<file path="config.mk">
export PLATFORM = sky130hd
export DESIGN_NAME = pcn_top
export DESIGN_NICKNAME = d
export VERILOG_FILES = /design/src/rtl/pcn_pkg.sv /design/src/rtl/pcn_top.sv /design/src/rtl/pcn_sync.sv /design/src/rtl/pcn_edge_cell.sv
export VERILOG_INCLUDE_DIRS = /design/src /design/src/rtl
export SDC_FILE = /design/constraint.sdc
export NUM_CORES = 1
export LEC_CHECK = 0
export BUFFER_PORTS_ARGS = -buffer_cell sky130_fd_sc_hd__buf_4
export CAP_MARGIN = 20
export CORE_MARGIN = 1
export CORE_UTILIZATION = 40
export CTS_CLUSTER_DIAMETER = 30
export DETAILED_ROUTE_END_ITERATION = 8
export GPL_ROUTABILITY_DRIVEN = 0
export SYNTH_ARGS = -nofsm -noshare
export SYNTH_HDL_FRONTEND = slang
export SYNTH_SLANG_ARGS = --single-unit
</file>
<file path="constraint.sdc">
create_clock -name i_clk -period 4.25 [get_ports i_clk]
set_input_delay 1.0625 -clock i_clk [delete_from_list [all_inputs] [get_ports i_clk]]
set_output_delay 1.0625 -clock i_clk [all_outputs]
set_load 0.01 [all_outputs]
</file>
<file path="src/rtl/pcn_map.svh">
// Register offsets, field positions, reset values and timing for the port change notifier
// Notes on behaviour
// Detection runs only while port enable bit set
// Detection must work without bus or CPU activity
// Each pin individually enabled as change source
// Mismatch style: enabled pin flags last-read mismatch
// Edge style, select 0 enable 1: rising only
// Edge style, select 1 enable 0: falling only
// Edge style, both bits set: both edges
// Edge style at bit 11 sets pin flag
// Flags stay set until software clears them
// Mismatch bit means changed since last read
// Only pins configured as inputs raise events
// Edge select register has one bit per pin
// Software disables pulls on output pins
// Style bit picks mismatch bits or flag bits
// Request output high while enabled events pending
`ifndef PCN_MAP_SVH
`define PCN_MAP_SVH

// Byte offsets on the register bus
`define PCN_OFS_CTRL 8'h00
`define PCN_OFS_PIN_EN 8'h04
`define PCN_OFS_EDGE_SEL 8'h08
`define PCN_OFS_MISMATCH 8'h0C
`define PCN_OFS_FLAGS 8'h10
`define PCN_OFS_PORT_IN 8'h14
`define PCN_OFS_DIR 8'h18
`define PCN_OFS_IRQ_MASK 8'h1C
`define PCN_OFS_IRQ_STAT 8'h20

// Control register fields
`define PCN_CTRL_ON_BIT 15
`define PCN_CTRL_STYLE_BIT 11

// Interrupt status fields
`define PCN_IRQ_EDGE_BIT 0
`define PCN_IRQ_MISM_BIT 1
`define PCN_IRQ_W 2

// Reset values
`define PCN_RST_CTRL 16'h0000
`define PCN_RST_PIN_EN 16'h0000
`define PCN_RST_EDGE_SEL 16'h0000
`define PCN_RST_FLAGS 16'h0000
`define PCN_RST_DIR 16'hFFFF
`define PCN_RST_IRQ 2'h0

// Synchroniser depth in flops
`define PCN_SYNC_STAGES 2

`endif

</file>
<file path="src/rtl/pcn_pkg.sv">
// Types shared by the port change notifier
package pcn_pkg;

  // Per-pin detection mode, one-hot
  typedef enum logic [4:0] {
    PCN_MODE_OFF = 5'b00001,
    PCN_MODE_MISMATCH = 5'b00010,
    PCN_MODE_RISE = 5'b00100,
    PCN_MODE_FALL = 5'b01000,
    PCN_MODE_BOTH = 5'b10000
  } pcn_mode_t;

  // Software configuration that steers detection
  typedef struct packed {
    logic on;
    logic style;
    logic [15:0] pin_en;
    logic [15:0] edge_sel;
    logic [15:0] dir;
  } pcn_cfg_t;

  // Mode decode from style, edge select and pin enable
  function automatic pcn_mode_t pcn_pin_mode(input logic style, input logic esel, input logic pen);
    pcn_mode_t m;
    m = PCN_MODE_OFF;
    if (!style) begin
      m = pen ? PCN_MODE_MISMATCH : PCN_MODE_OFF;
    end else begin
      case ({esel, pen})
        2'b01: m = PCN_MODE_RISE;
        2'b10: m = PCN_MODE_FALL;
        2'b11: m = PCN_MODE_BOTH;
        default: m = PCN_MODE_OFF;
      endcase
    end
    return m;
  endfunction

endpackage

</file>
<file path="src/rtl/pcn_top.sv">
// Port change notifier: APB registers, pin synchronisers, mismatch and edge detection
//
// Our own choices: the register addresses and the APB slave port.
`timescale 1ns/1ps
`include "pcn_map.svh"
module pcn_top
  import pcn_pkg::*;
#(
  parameter int NPINS = 16
) (
  // Clock and reset
  input wire logic i_clk,
  input wire logic i_resetn,
  // APB slave
  input wire logic i_psel,
  input wire logic i_penable,
  input wire logic i_pwrite,
  input wire logic [7:0] i_paddr,
  input wire logic [31:0] i_pwdata,
  output logic [31:0] o_prdata,
  output logic o_pready,
  output logic o_pslverr,
  // Port pins, asynchronous
  input wire logic [NPINS-1:0] i_pins,
  // Requests
  output logic o_cn_req,
  output logic o_irq
);

  // Pins are sampled on i_clk, so detection needs the clock but never bus traffic
  // A pin pulse shorter than about one clock period can slip past the synchroniser
  // Pin and control registers are 16 bits wide whatever NPINS is
  // Pins above NPINS read zero outside the direction register and never raise an event
  localparam logic [15:0] PIN_MASK = 16'((17'h1 << NPINS) - 17'h1); // Implemented pins

  // Refuse widths the 16-bit registers cannot hold
  initial begin
    if (NPINS < 1 || NPINS > 16) begin
      $error("pcn_top NPINS must lie between 1 and 16");
    end
  end

  // Software-visible registers and the port-read snapshot
  logic [15:0] ctrl_ff; // Control register
  logic [15:0] pin_en_ff; // Primary per-pin enables
  logic [15:0] edge_sel_ff; // Per-pin edge selects
  logic [15:0] dir_ff; // Output disable, 1 means input
  logic [15:0] last_read_ff; // Pin levels at last port read
  logic [15:0] mismatch_ff; // Changed since last read
  logic [`PCN_IRQ_W-1:0] irq_stat_ff; // Sticky interrupt causes
  logic [`PCN_IRQ_W-1:0] irq_mask_ff; // Interrupt mask
  // Bus answer flops
  logic [31:0] prdata_ff; // Read data, loaded in setup
  logic slverr_ff; // Unmapped address flag, loaded in setup
  // Pin path and detection
  logic [NPINS-1:0] pins_sync; // Synchronised pins
  logic [15:0] pins16; // Synchronised pins, register width
  logic [15:0] flags; // Edge event flags from cells
  logic [15:0] flag_set; // Edge events this clock
  logic [15:0] flag_clr; // Flag clear strobes
  logic [15:0] armed; // Pin may raise an event
  logic [15:0] nxt_mismatch; // Next mismatch state
  logic [15:0] mism_new; // Mismatch bits rising now
  logic [`PCN_IRQ_W-1:0] irq_evt; // Interrupt events this clock
  // Bus decode
  logic setup; // APB setup phase
  logic wr_acc; // APB write completes
  logic rd_acc; // APB read completes
  logic port_rd; // Port input read completes
  logic mapped; // Address hits a register
  logic [31:0] rdata_mux; // Read data selected by address
  pcn_cfg_t cfg; // Configuration bundle

  // Bundle kept together so the detectors see one coherent set of controls
  // Gather configuration for the detectors
  always_comb begin
    cfg.on = ctrl_ff[`PCN_CTRL_ON_BIT];
    cfg.style = ctrl_ff[`PCN_CTRL_STYLE_BIT];
    cfg.pin_en = pin_en_ff;
    cfg.edge_sel = edge_sel_ff;
    cfg.dir = dir_ff;
  end

  // Crossing costs two clocks of latency on every pin change
  // Pins pass two flops before any detection looks at them
  pcn_sync #(
    .W(NPINS)
  ) u_sync (
    .i_clk(i_clk),
    .i_resetn(i_resetn),
    .i_async(i_pins),
    .o_sync(pins_sync)
  );

  assign pins16 = 16'(pins_sync) & PIN_MASK;

  // The slave never stalls; every access phase ends at its first edge
  // Unmapped addresses answer with an error and change nothing
  // APB phase decode; zero wait states, so every access phase completes
  assign setup = i_psel & ~i_penable;
  assign wr_acc = i_psel & i_penable & i_pwrite & mapped;
  assign rd_acc = i_psel & i_penable & ~i_pwrite & mapped;
  assign port_rd = rd_acc & (i_paddr == `PCN_OFS_PORT_IN);

  // Decode is purely combinational on the held address
  // Address decode
  always_comb begin
    case (i_paddr)
      `PCN_OFS_CTRL, `PCN_OFS_PIN_EN, `PCN_OFS_EDGE_SEL, `PCN_OFS_MISMATCH,
      `PCN_OFS_FLAGS, `PCN_OFS_PORT_IN, `PCN_OFS_DIR, `PCN_OFS_IRQ_MASK,
      `PCN_OFS_IRQ_STAT: mapped = 1'b1;
      default: mapped = 1'b0;
    endcase
  end

  // Word order: control, pin enables, edge selects, mismatch status (read only),
  // Event flags (write one to clear), port input (a read takes the snapshot),
  // Direction (one means input), interrupt mask,
  // Interrupt status (write one to clear)
  // Read data selection; unimplemented bits read zero
  always_comb begin
    case (i_paddr)
      `PCN_OFS_CTRL: rdata_mux = {16'h0000, ctrl_ff};
      `PCN_OFS_PIN_EN: rdata_mux = {16'h0000, pin_en_ff};
      `PCN_OFS_EDGE_SEL: rdata_mux = {16'h0000, edge_sel_ff};
      `PCN_OFS_MISMATCH: rdata_mux = {16'h0000, mismatch_ff};
      `PCN_OFS_FLAGS: rdata_mux = {16'h0000, flags};
      `PCN_OFS_PORT_IN: rdata_mux = {16'h0000, pins16};
      `PCN_OFS_DIR: rdata_mux = {16'h0000, dir_ff};
      `PCN_OFS_IRQ_MASK: rdata_mux = {30'h00000000, irq_mask_ff};
      `PCN_OFS_IRQ_STAT: rdata_mux = {30'h00000000, irq_stat_ff};
      default: rdata_mux = 32'h00000000;
    endcase
  end

  // Read data and error captured in setup so the outputs come from flops
  always_ff @(posedge i_clk or negedge i_resetn) begin
    if (!i_resetn) begin
      prdata_ff <= 32'h00000000;
      slverr_ff <= 1'b0;
    end else if (setup) begin
      // Writes read back zero so stale data never shows on the bus
      prdata_ff <= i_pwrite ? 32'h00000000 : rdata_mux;
      slverr_ff <= ~mapped;
    end
  end

  assign o_prdata = prdata_ff;
  assign o_pready = 1'b1;
  assign o_pslverr = slverr_ff & i_psel & i_penable;

  // A control write replaces both kept bits together
  // Control register: only the enable and style bits are kept
  always_ff @(posedge i_clk or negedge i_resetn) begin
    if (!i_resetn) begin
      ctrl_ff <= `PCN_RST_CTRL;
    end else if (wr_acc && i_paddr == `PCN_OFS_CTRL) begin
      // Unimplemented bits are dropped so they read zero
      ctrl_ff <= 16'h0000;
      ctrl_ff[`PCN_CTRL_ON_BIT] <= i_pwdata[`PCN_CTRL_ON_BIT];
      ctrl_ff[`PCN_CTRL_STYLE_BIT] <= i_pwdata[`PCN_CTRL_STYLE_BIT];
    end
  end

  // Enables are plain read and write
  // Per-pin primary enables
  always_ff @(posedge i_clk or negedge i_resetn) begin
    if (!i_resetn) begin
      pin_en_ff <= `PCN_RST_PIN_EN;
    end else if (wr_acc && i_paddr == `PCN_OFS_PIN_EN) begin
      // Bits of absent pins stay zero
      pin_en_ff <= i_pwdata[15:0] & PIN_MASK;
    end
  end

  // In edge style an edge select bit with the enable clear picks falling edges
  // Per-pin edge selects, one bit each
  always_ff @(posedge i_clk or negedge i_resetn) begin
    if (!i_resetn) begin
      edge_sel_ff <= `PCN_RST_EDGE_SEL;
    end else if (wr_acc && i_paddr == `PCN_OFS_EDGE_SEL) begin
      // Bits of absent pins stay zero
      edge_sel_ff <= i_pwdata[15:0] & PIN_MASK;
    end
  end

  // Reset makes every pin an input, matching a port that drives nothing
  // Direction copy; pulls are software's business and not handled here
  always_ff @(posedge i_clk or negedge i_resetn) begin
    if (!i_resetn) begin
      dir_ff <= `PCN_RST_DIR;
    end else if (wr_acc && i_paddr == `PCN_OFS_DIR) begin
      // All 16 bits kept; absent pins are masked where detection arms
      dir_ff <= i_pwdata[15:0];
    end
  end

  // Output pins are ignored rather than blocked, so turning one back gives no edge event
  // A pin is armed only when the port is on and the pin is an input
  assign armed = {16{cfg.on}} & cfg.dir & PIN_MASK;

  // Writing zero leaves a flag alone, so clearing one pin never loses another
  // Flags clear by writing one to the bit
  assign flag_clr = (wr_acc && i_paddr == `PCN_OFS_FLAGS) ? i_pwdata[15:0] : 16'h0000;

  // Each cell keeps its own previous level, so edge detection shares no state
  // The mode is decoded per pin from style, edge select and enable
  // One edge cell per implemented pin
  genvar gi;
  generate
    for (gi = 0; gi < 16; gi++) begin : g_pin
      if (gi < NPINS) begin : g_used
        pcn_edge_cell u_cell (
          .i_clk(i_clk),
          .i_resetn(i_resetn),
          .i_level(pins16[gi]),
          .i_mode(pcn_pin_mode(cfg.style, cfg.edge_sel[gi], cfg.pin_en[gi])),
          .i_armed(armed[gi]),
          .i_clr(flag_clr[gi]),
          .o_flag(flags[gi]),
          .o_set(flag_set[gi])
        );
      end else begin : g_none
        // Absent pins tie off to no event
        assign flags[gi] = 1'b0;
        assign flag_set[gi] = 1'b0;
      end
    end
  endgenerate

  // Snapshot of the pins taken whenever software reads the port
  always_ff @(posedge i_clk or negedge i_resetn) begin
    if (!i_resetn) begin
      last_read_ff <= 16'h0000;
    end else if (port_rd) begin
      // Snapshot is the value the read returned, so a change after setup is not lost
      last_read_ff <= prdata_ff[15:0];
    end
  end

  // A bit holds until software reads the port again,
  // Even if the pin returns to the level of the snapshot
  // Mismatch: set while the pin differs from its snapshot, held until the next port read
  always_comb begin
    nxt_mismatch = mismatch_ff;
    if (port_rd) begin
      nxt_mismatch = 16'h0000; // Read restarts the comparison
    end
    // Only armed pins in mismatch mode compare; others keep their bit
    for (int i = 0; i < 16; i++) begin
      if (pcn_pin_mode(cfg.style, cfg.edge_sel[i], cfg.pin_en[i]) == PCN_MODE_MISMATCH &&
          armed[i] && !port_rd && pins16[i] != last_read_ff[i]) begin
        nxt_mismatch[i] = 1'b1;
      end
    end
  end

  // Mismatch status; bits clear when software reads the port input
  always_ff @(posedge i_clk or negedge i_resetn) begin
    if (!i_resetn) begin
      mismatch_ff <= 16'h0000;
    end else begin
      mismatch_ff <= nxt_mismatch;
    end
  end

  assign mism_new = nxt_mismatch & ~mismatch_ff;

  // Detection needs only the clocked synchronisers, never bus traffic
  assign irq_evt[`PCN_IRQ_EDGE_BIT] = |flag_set;
  assign irq_evt[`PCN_IRQ_MISM_BIT] = |mism_new;

  // Mask resets to zero so no interrupt leaves before software asks
  // Interrupt mask
  always_ff @(posedge i_clk or negedge i_resetn) begin
    if (!i_resetn) begin
      irq_mask_ff <= `PCN_RST_IRQ;
    end else if (wr_acc && i_paddr == `PCN_OFS_IRQ_MASK) begin
      irq_mask_ff <= i_pwdata[`PCN_IRQ_W-1:0];
    end
  end

  // Bit 0 records any new edge flag, bit 1 any newly set mismatch bit
  // Sticky causes, write one to clear; a new event wins over the clear
  always_ff @(posedge i_clk or negedge i_resetn) begin
    if (!i_resetn) begin
      irq_stat_ff <= `PCN_RST_IRQ;
    end else begin
      for (int i = 0; i < `PCN_IRQ_W; i++) begin
        if (irq_evt[i]) begin
          irq_stat_ff[i] <= 1'b1;
        // Software clear applies only when no new event lands this clock
        end else if (wr_acc && i_paddr == `PCN_OFS_IRQ_STAT && i_pwdata[i]) begin
          irq_stat_ff[i] <= 1'b0;
        end
      end
    end
  end

  // Level output; stays high until the cause is cleared or masked
  assign o_irq = |(irq_stat_ff & irq_mask_ff);

  // Gated by the port enable, so turning the port off silences it at once
  // Change request follows the bits of the selected style
  assign o_cn_req = cfg.on & (cfg.style ? |flags : |mismatch_ff);

endmodule

</file>
<file path="src/rtl/pcn_sync.sv">
// Two-flop synchroniser for a bus of independent pin levels
`timescale 1ns/1ps
module pcn_sync #(
  parameter int W = 16
) (
  // Clock and reset
  input wire logic i_clk,
  input wire logic i_resetn,
  // Raw and synchronised levels
  input wire logic [W-1:0] i_async,
  output logic [W-1:0] o_sync
);

  logic [W-1:0] meta_ff; // First stage, read only by the second
  logic [W-1:0] sync_ff; // Second stage, safe to use

  initial begin
    if (W < 1) begin
      $error("pcn_sync width must be at least one");
    end
  end

  // Both stages; each pin crosses on its own, no bus coherency implied
  always_ff @(posedge i_clk or negedge i_resetn) begin
    if (!i_resetn) begin
      meta_ff <= '0;
      sync_ff <= '0;
    end else begin
      meta_ff <= i_async;
      sync_ff <= meta_ff;
    end
  end

  assign o_sync = sync_ff;

endmodule

</file>
<file path="src/rtl/pcn_edge_cell.sv">
// Edge detector and sticky event flag for one pin
`timescale 1ns/1ps
module pcn_edge_cell
  import pcn_pkg::*;
(
  // Clock and reset
  input wire logic i_clk,
  input wire logic i_resetn,
  // Synchronised level and configuration
  input wire logic i_level,
  input pcn_mode_t i_mode,
  input wire logic i_armed,
  // Software clear and flag
  input wire logic i_clr,
  output logic o_flag,
  output logic o_set
);

  logic prev_ff; // Level seen one clock earlier
  logic flag_ff; // Sticky event flag
  logic rise; // Rising transition this clock
  logic fall; // Falling transition this clock
  logic hit; // Enabled edge this clock

  assign rise = i_level & ~prev_ff;
  assign fall = ~i_level & prev_ff;

  // Qualify edges by mode
  always_comb begin
    hit = 1'b0;
    case (i_mode)
      PCN_MODE_RISE: hit = rise;
      PCN_MODE_FALL: hit = fall;
      PCN_MODE_BOTH: hit = rise | fall;
      default: hit = 1'b0; // Off or mismatch style sets no flag
    endcase
  end

  assign o_set = hit & i_armed;

  // Previous level tracks always so enabling gives no false edge
  always_ff @(posedge i_clk or negedge i_resetn) begin
    if (!i_resetn) begin
      prev_ff <= 1'b0;
    end else begin
      prev_ff <= i_level;
    end
  end

  // Flag stays until cleared; a new edge beats a clear in the same clock
  always_ff @(posedge i_clk or negedge i_resetn) begin
    if (!i_resetn) begin
      flag_ff <= 1'b0;
    end else if (o_set) begin
      flag_ff <= 1'b1;
    end else if (i_clr) begin
      flag_ff <= 1'b0;
    end
  end

  assign o_flag = flag_ff;

endmodule

</file>
==> flow_summary.ini <==
[status]
status = completed

[power]
p_leak_nw = 4.39
pwr_density_cell_mw_per_mm2 = 370
worst_ir_drop_vdd_mv = 0.262

[cells_and_area]
n_antenna_cell = 0
fin_nets = 864
final_cell_area_mm2 = 0.00952
drive_gt1_frac = 0.237
area.growth.synth_to_final_pct = 16.1

[detailed_routing]
wire_per_inst_um = 20.5
highest_layer = met4
drt_iter0_drc = 483
via_per_inst = 5.62
remaining_drc_errors = 0
vias = 5899
ant_nets = 0
drt-met1-wl_um = 9410
wl_met2_um = 10200
firstDrtPassIters = 5
routed_wl_um = 21500
wl_met3_um = 1320

[cts]
cts_made_buffers = 17
cts-hold-fix-buffers = 0
clockRootBuffer = clkbuf_16
clk_pin_slew_ps = 70
clock_latency_ps = 440
cts_setup_buffers = 0
ctsResizeCount = 0
clockBufferDepth = 2
clock-sinks = 167
htreeDepth = 4
cts_tree = yes

[worst_hold_path]
hp-class = flip-flop to flip-flop

[placed_design]
port_buffers = 63
placed_cell_area_mm2 = 0.00883
dp_hpwl_um = 14700

[setup_path]
r2r_setup_slack_ps = 1650
cp-start-kind = primary input
cp_data_required_time_ps = 4550
setup.worst_path.end_class = flip-flop
arrival_ps = 3290
crit_type = primary input to flip-flop
crit_fanout = 16

[floorplanning]
die_x_um = 145
coreArea_mm2 = 0.0198
die_area_mm2 = 0.0211
fp.dieH_um = 145
rows = 51
start_util = 0.414
pin_count = 97

[yosys]
synth-adder-area-share = 0.0488
synth_compound_area_frac = 0.144
synth_area_per_cell_um2 = 11.5
yosys_most_used_dff = dfrtp_1
synthArstFlopShare = 1.00
ys_seq_area_frac = 0.512
ys_warn_count = 0
synth_top_area_frac = 0.461
synth.most_common_cell = dfrtp_1
synth.distinct_cells = 55
synth-simple-area-share = 0.106
synth_area_leaders = dfrtp_1, mux2_2, dfstp_2, ha_1, mux2_1
synth_xor_area_frac = 0.0171
synth_edf_count = 0
synth-seq-cells = 167
synth_top_family_by_area = compound AO/OA/AOI/OAI gates
yosysTopAreaCell = dfrtp_1
netlist_instances = 710
synthMuxAreaShare = 0.111
synth_area_mm2 = 0.00820
synthTopCellsByCount = dfrtp_1, nand2_1, mux2_2

[sta]
max_freq_mhz = 335
timing.final.crit_period_ps = 2990
hold_viol_final = 0
slew_viol_final = 0
fin_crit_sh = 0.703
relSlewSlack = 0.424
tns_ps = 0
rsz0062_at_grt = no
tightest_slew_ps = 865
fin_skew_ps = 17.6
setup_viol = 0

[global_route]
grt_pass1_wl_um = 34500
grt_overflow = 0
grt_max_degree = 108
grt_pass1_vias = 6033
track_usage = 0.216
antenna_found_initial = 0

[run]
drv_cap = 0
layout make-up:
| class | count | area (um2) |
|---|---|---|
| clock buffers | 21 | 470 |
| clock inverters | 11 | 171 |
| well taps | 265 | 332 |
| flip-flops and latches | 167 | 4200 |
| inverters | 44 | 165 |
| repair buffers | 76 | 614 |
| fillers | 1801 | 10300 |
| multi-input cells | 465 | 3570 |
placed cells by master, fill, tap and decap left out, types with 17 or more instances in the layout:
cell	instances
mux2_2	45
conb_1	17
a22oi_1	24
clkbuf_16	17
nand2b_1	17
ha_1	32
buf_4	72
inv_1	44
mux2_1	26
dfrtp_1	151
nand2_1	50
nor3_1	18
nor4_1	21
nor2_1	23
a22o_1	28
per-stage QoR:
step                      utilization  setup slack (ps)  total power [mW]  instances  hold WS (ps)
final                           0.481              1260              3.52       1049           341
after detailed placement        0.447               871              1.87       1015           335
after global routing            0.481              1180              3.65       1049           349
after floorplan                     -              1750              1.77        725           331
after CTS                       0.479              1270              3.55       1047           345
after global placement          0.447               913              1.86       1015           333
metal layers:
| metal | global-route usage | up-vias |
|---|---|---|
| li1 | - | 2654 |
| met3 | 0.0472 | 40 |
| met4 | 0.0868 | 0 |
| met5 | 0 | - |
| met2 | 0.343 | 241 |
| met1 | 0.286 | 2964 |
power breakdown:
group	internal, mW	leakage (nW)	switching (mW)	total (mW)
sequential	1.62	2.14	0.0306	1.65
clock	1.03	0.298	0.651	1.68
combinational	0.0734	1.96	0.113	0.186
total	2.73	4.39	0.794	3.52
cell families (layout without fill, tap and decap cells):
group / Yosys count / in the layout
AO/OA/AOI/OAI: 151 / 151
XOR/XNOR: 16 / 16
adder cells (fa/ha/maj): 32 / 32
buffers and inverters: 93 / 152
flip-flops: 167 / 167
multiplexers: 81 / 81
other: 2 / 17
AND/OR/NAND/NOR: 168 / 168
sequential cells by signal, summed over array words and instances, names as in the netlist:
signal / flops
irq_stat_ff: 2
pin_en_ff: 16
mismatch_ff: 16
edge_sel_ff: 16
last_read_ff: 16
o_prdata: 16
ctrl_ff: 2
u_sync.meta_ff: 16
irq_mask_ff: 2
g_pin.g_used.u_cell.o_flag: 16
g_pin.g_used.u_cell.prev_ff: 16
slverr_ff: 1
dir_ff: 16
u_sync.o_sync: 16
worst paths after layout:
path / from / endpoint / cells after the start
setup / recovery: i_paddr[7] / edge_sel_ff[5] / 5
hold / removal: u_sync.meta_ff[0] / u_sync.o_sync[0] / 0
setup reg to reg: ctrl_ff[11] / irq_stat_ff[1] / 7
hold reg to reg: u_sync.meta_ff[0] / u_sync.o_sync[0] / 0
max in group asynchronous: i_resetn / dir_ff[13] / 3
min in group asynchronous: i_resetn / g_pin[15].g_used.u_cell.prev_ff / 1
worst max-delay path, stage by stage:
cell and delay (ps):
buf_4 130, nor3_2 420, and3_1 660, nand2_2 550, mux2_1 470
(Power assumes the default switching activity.)
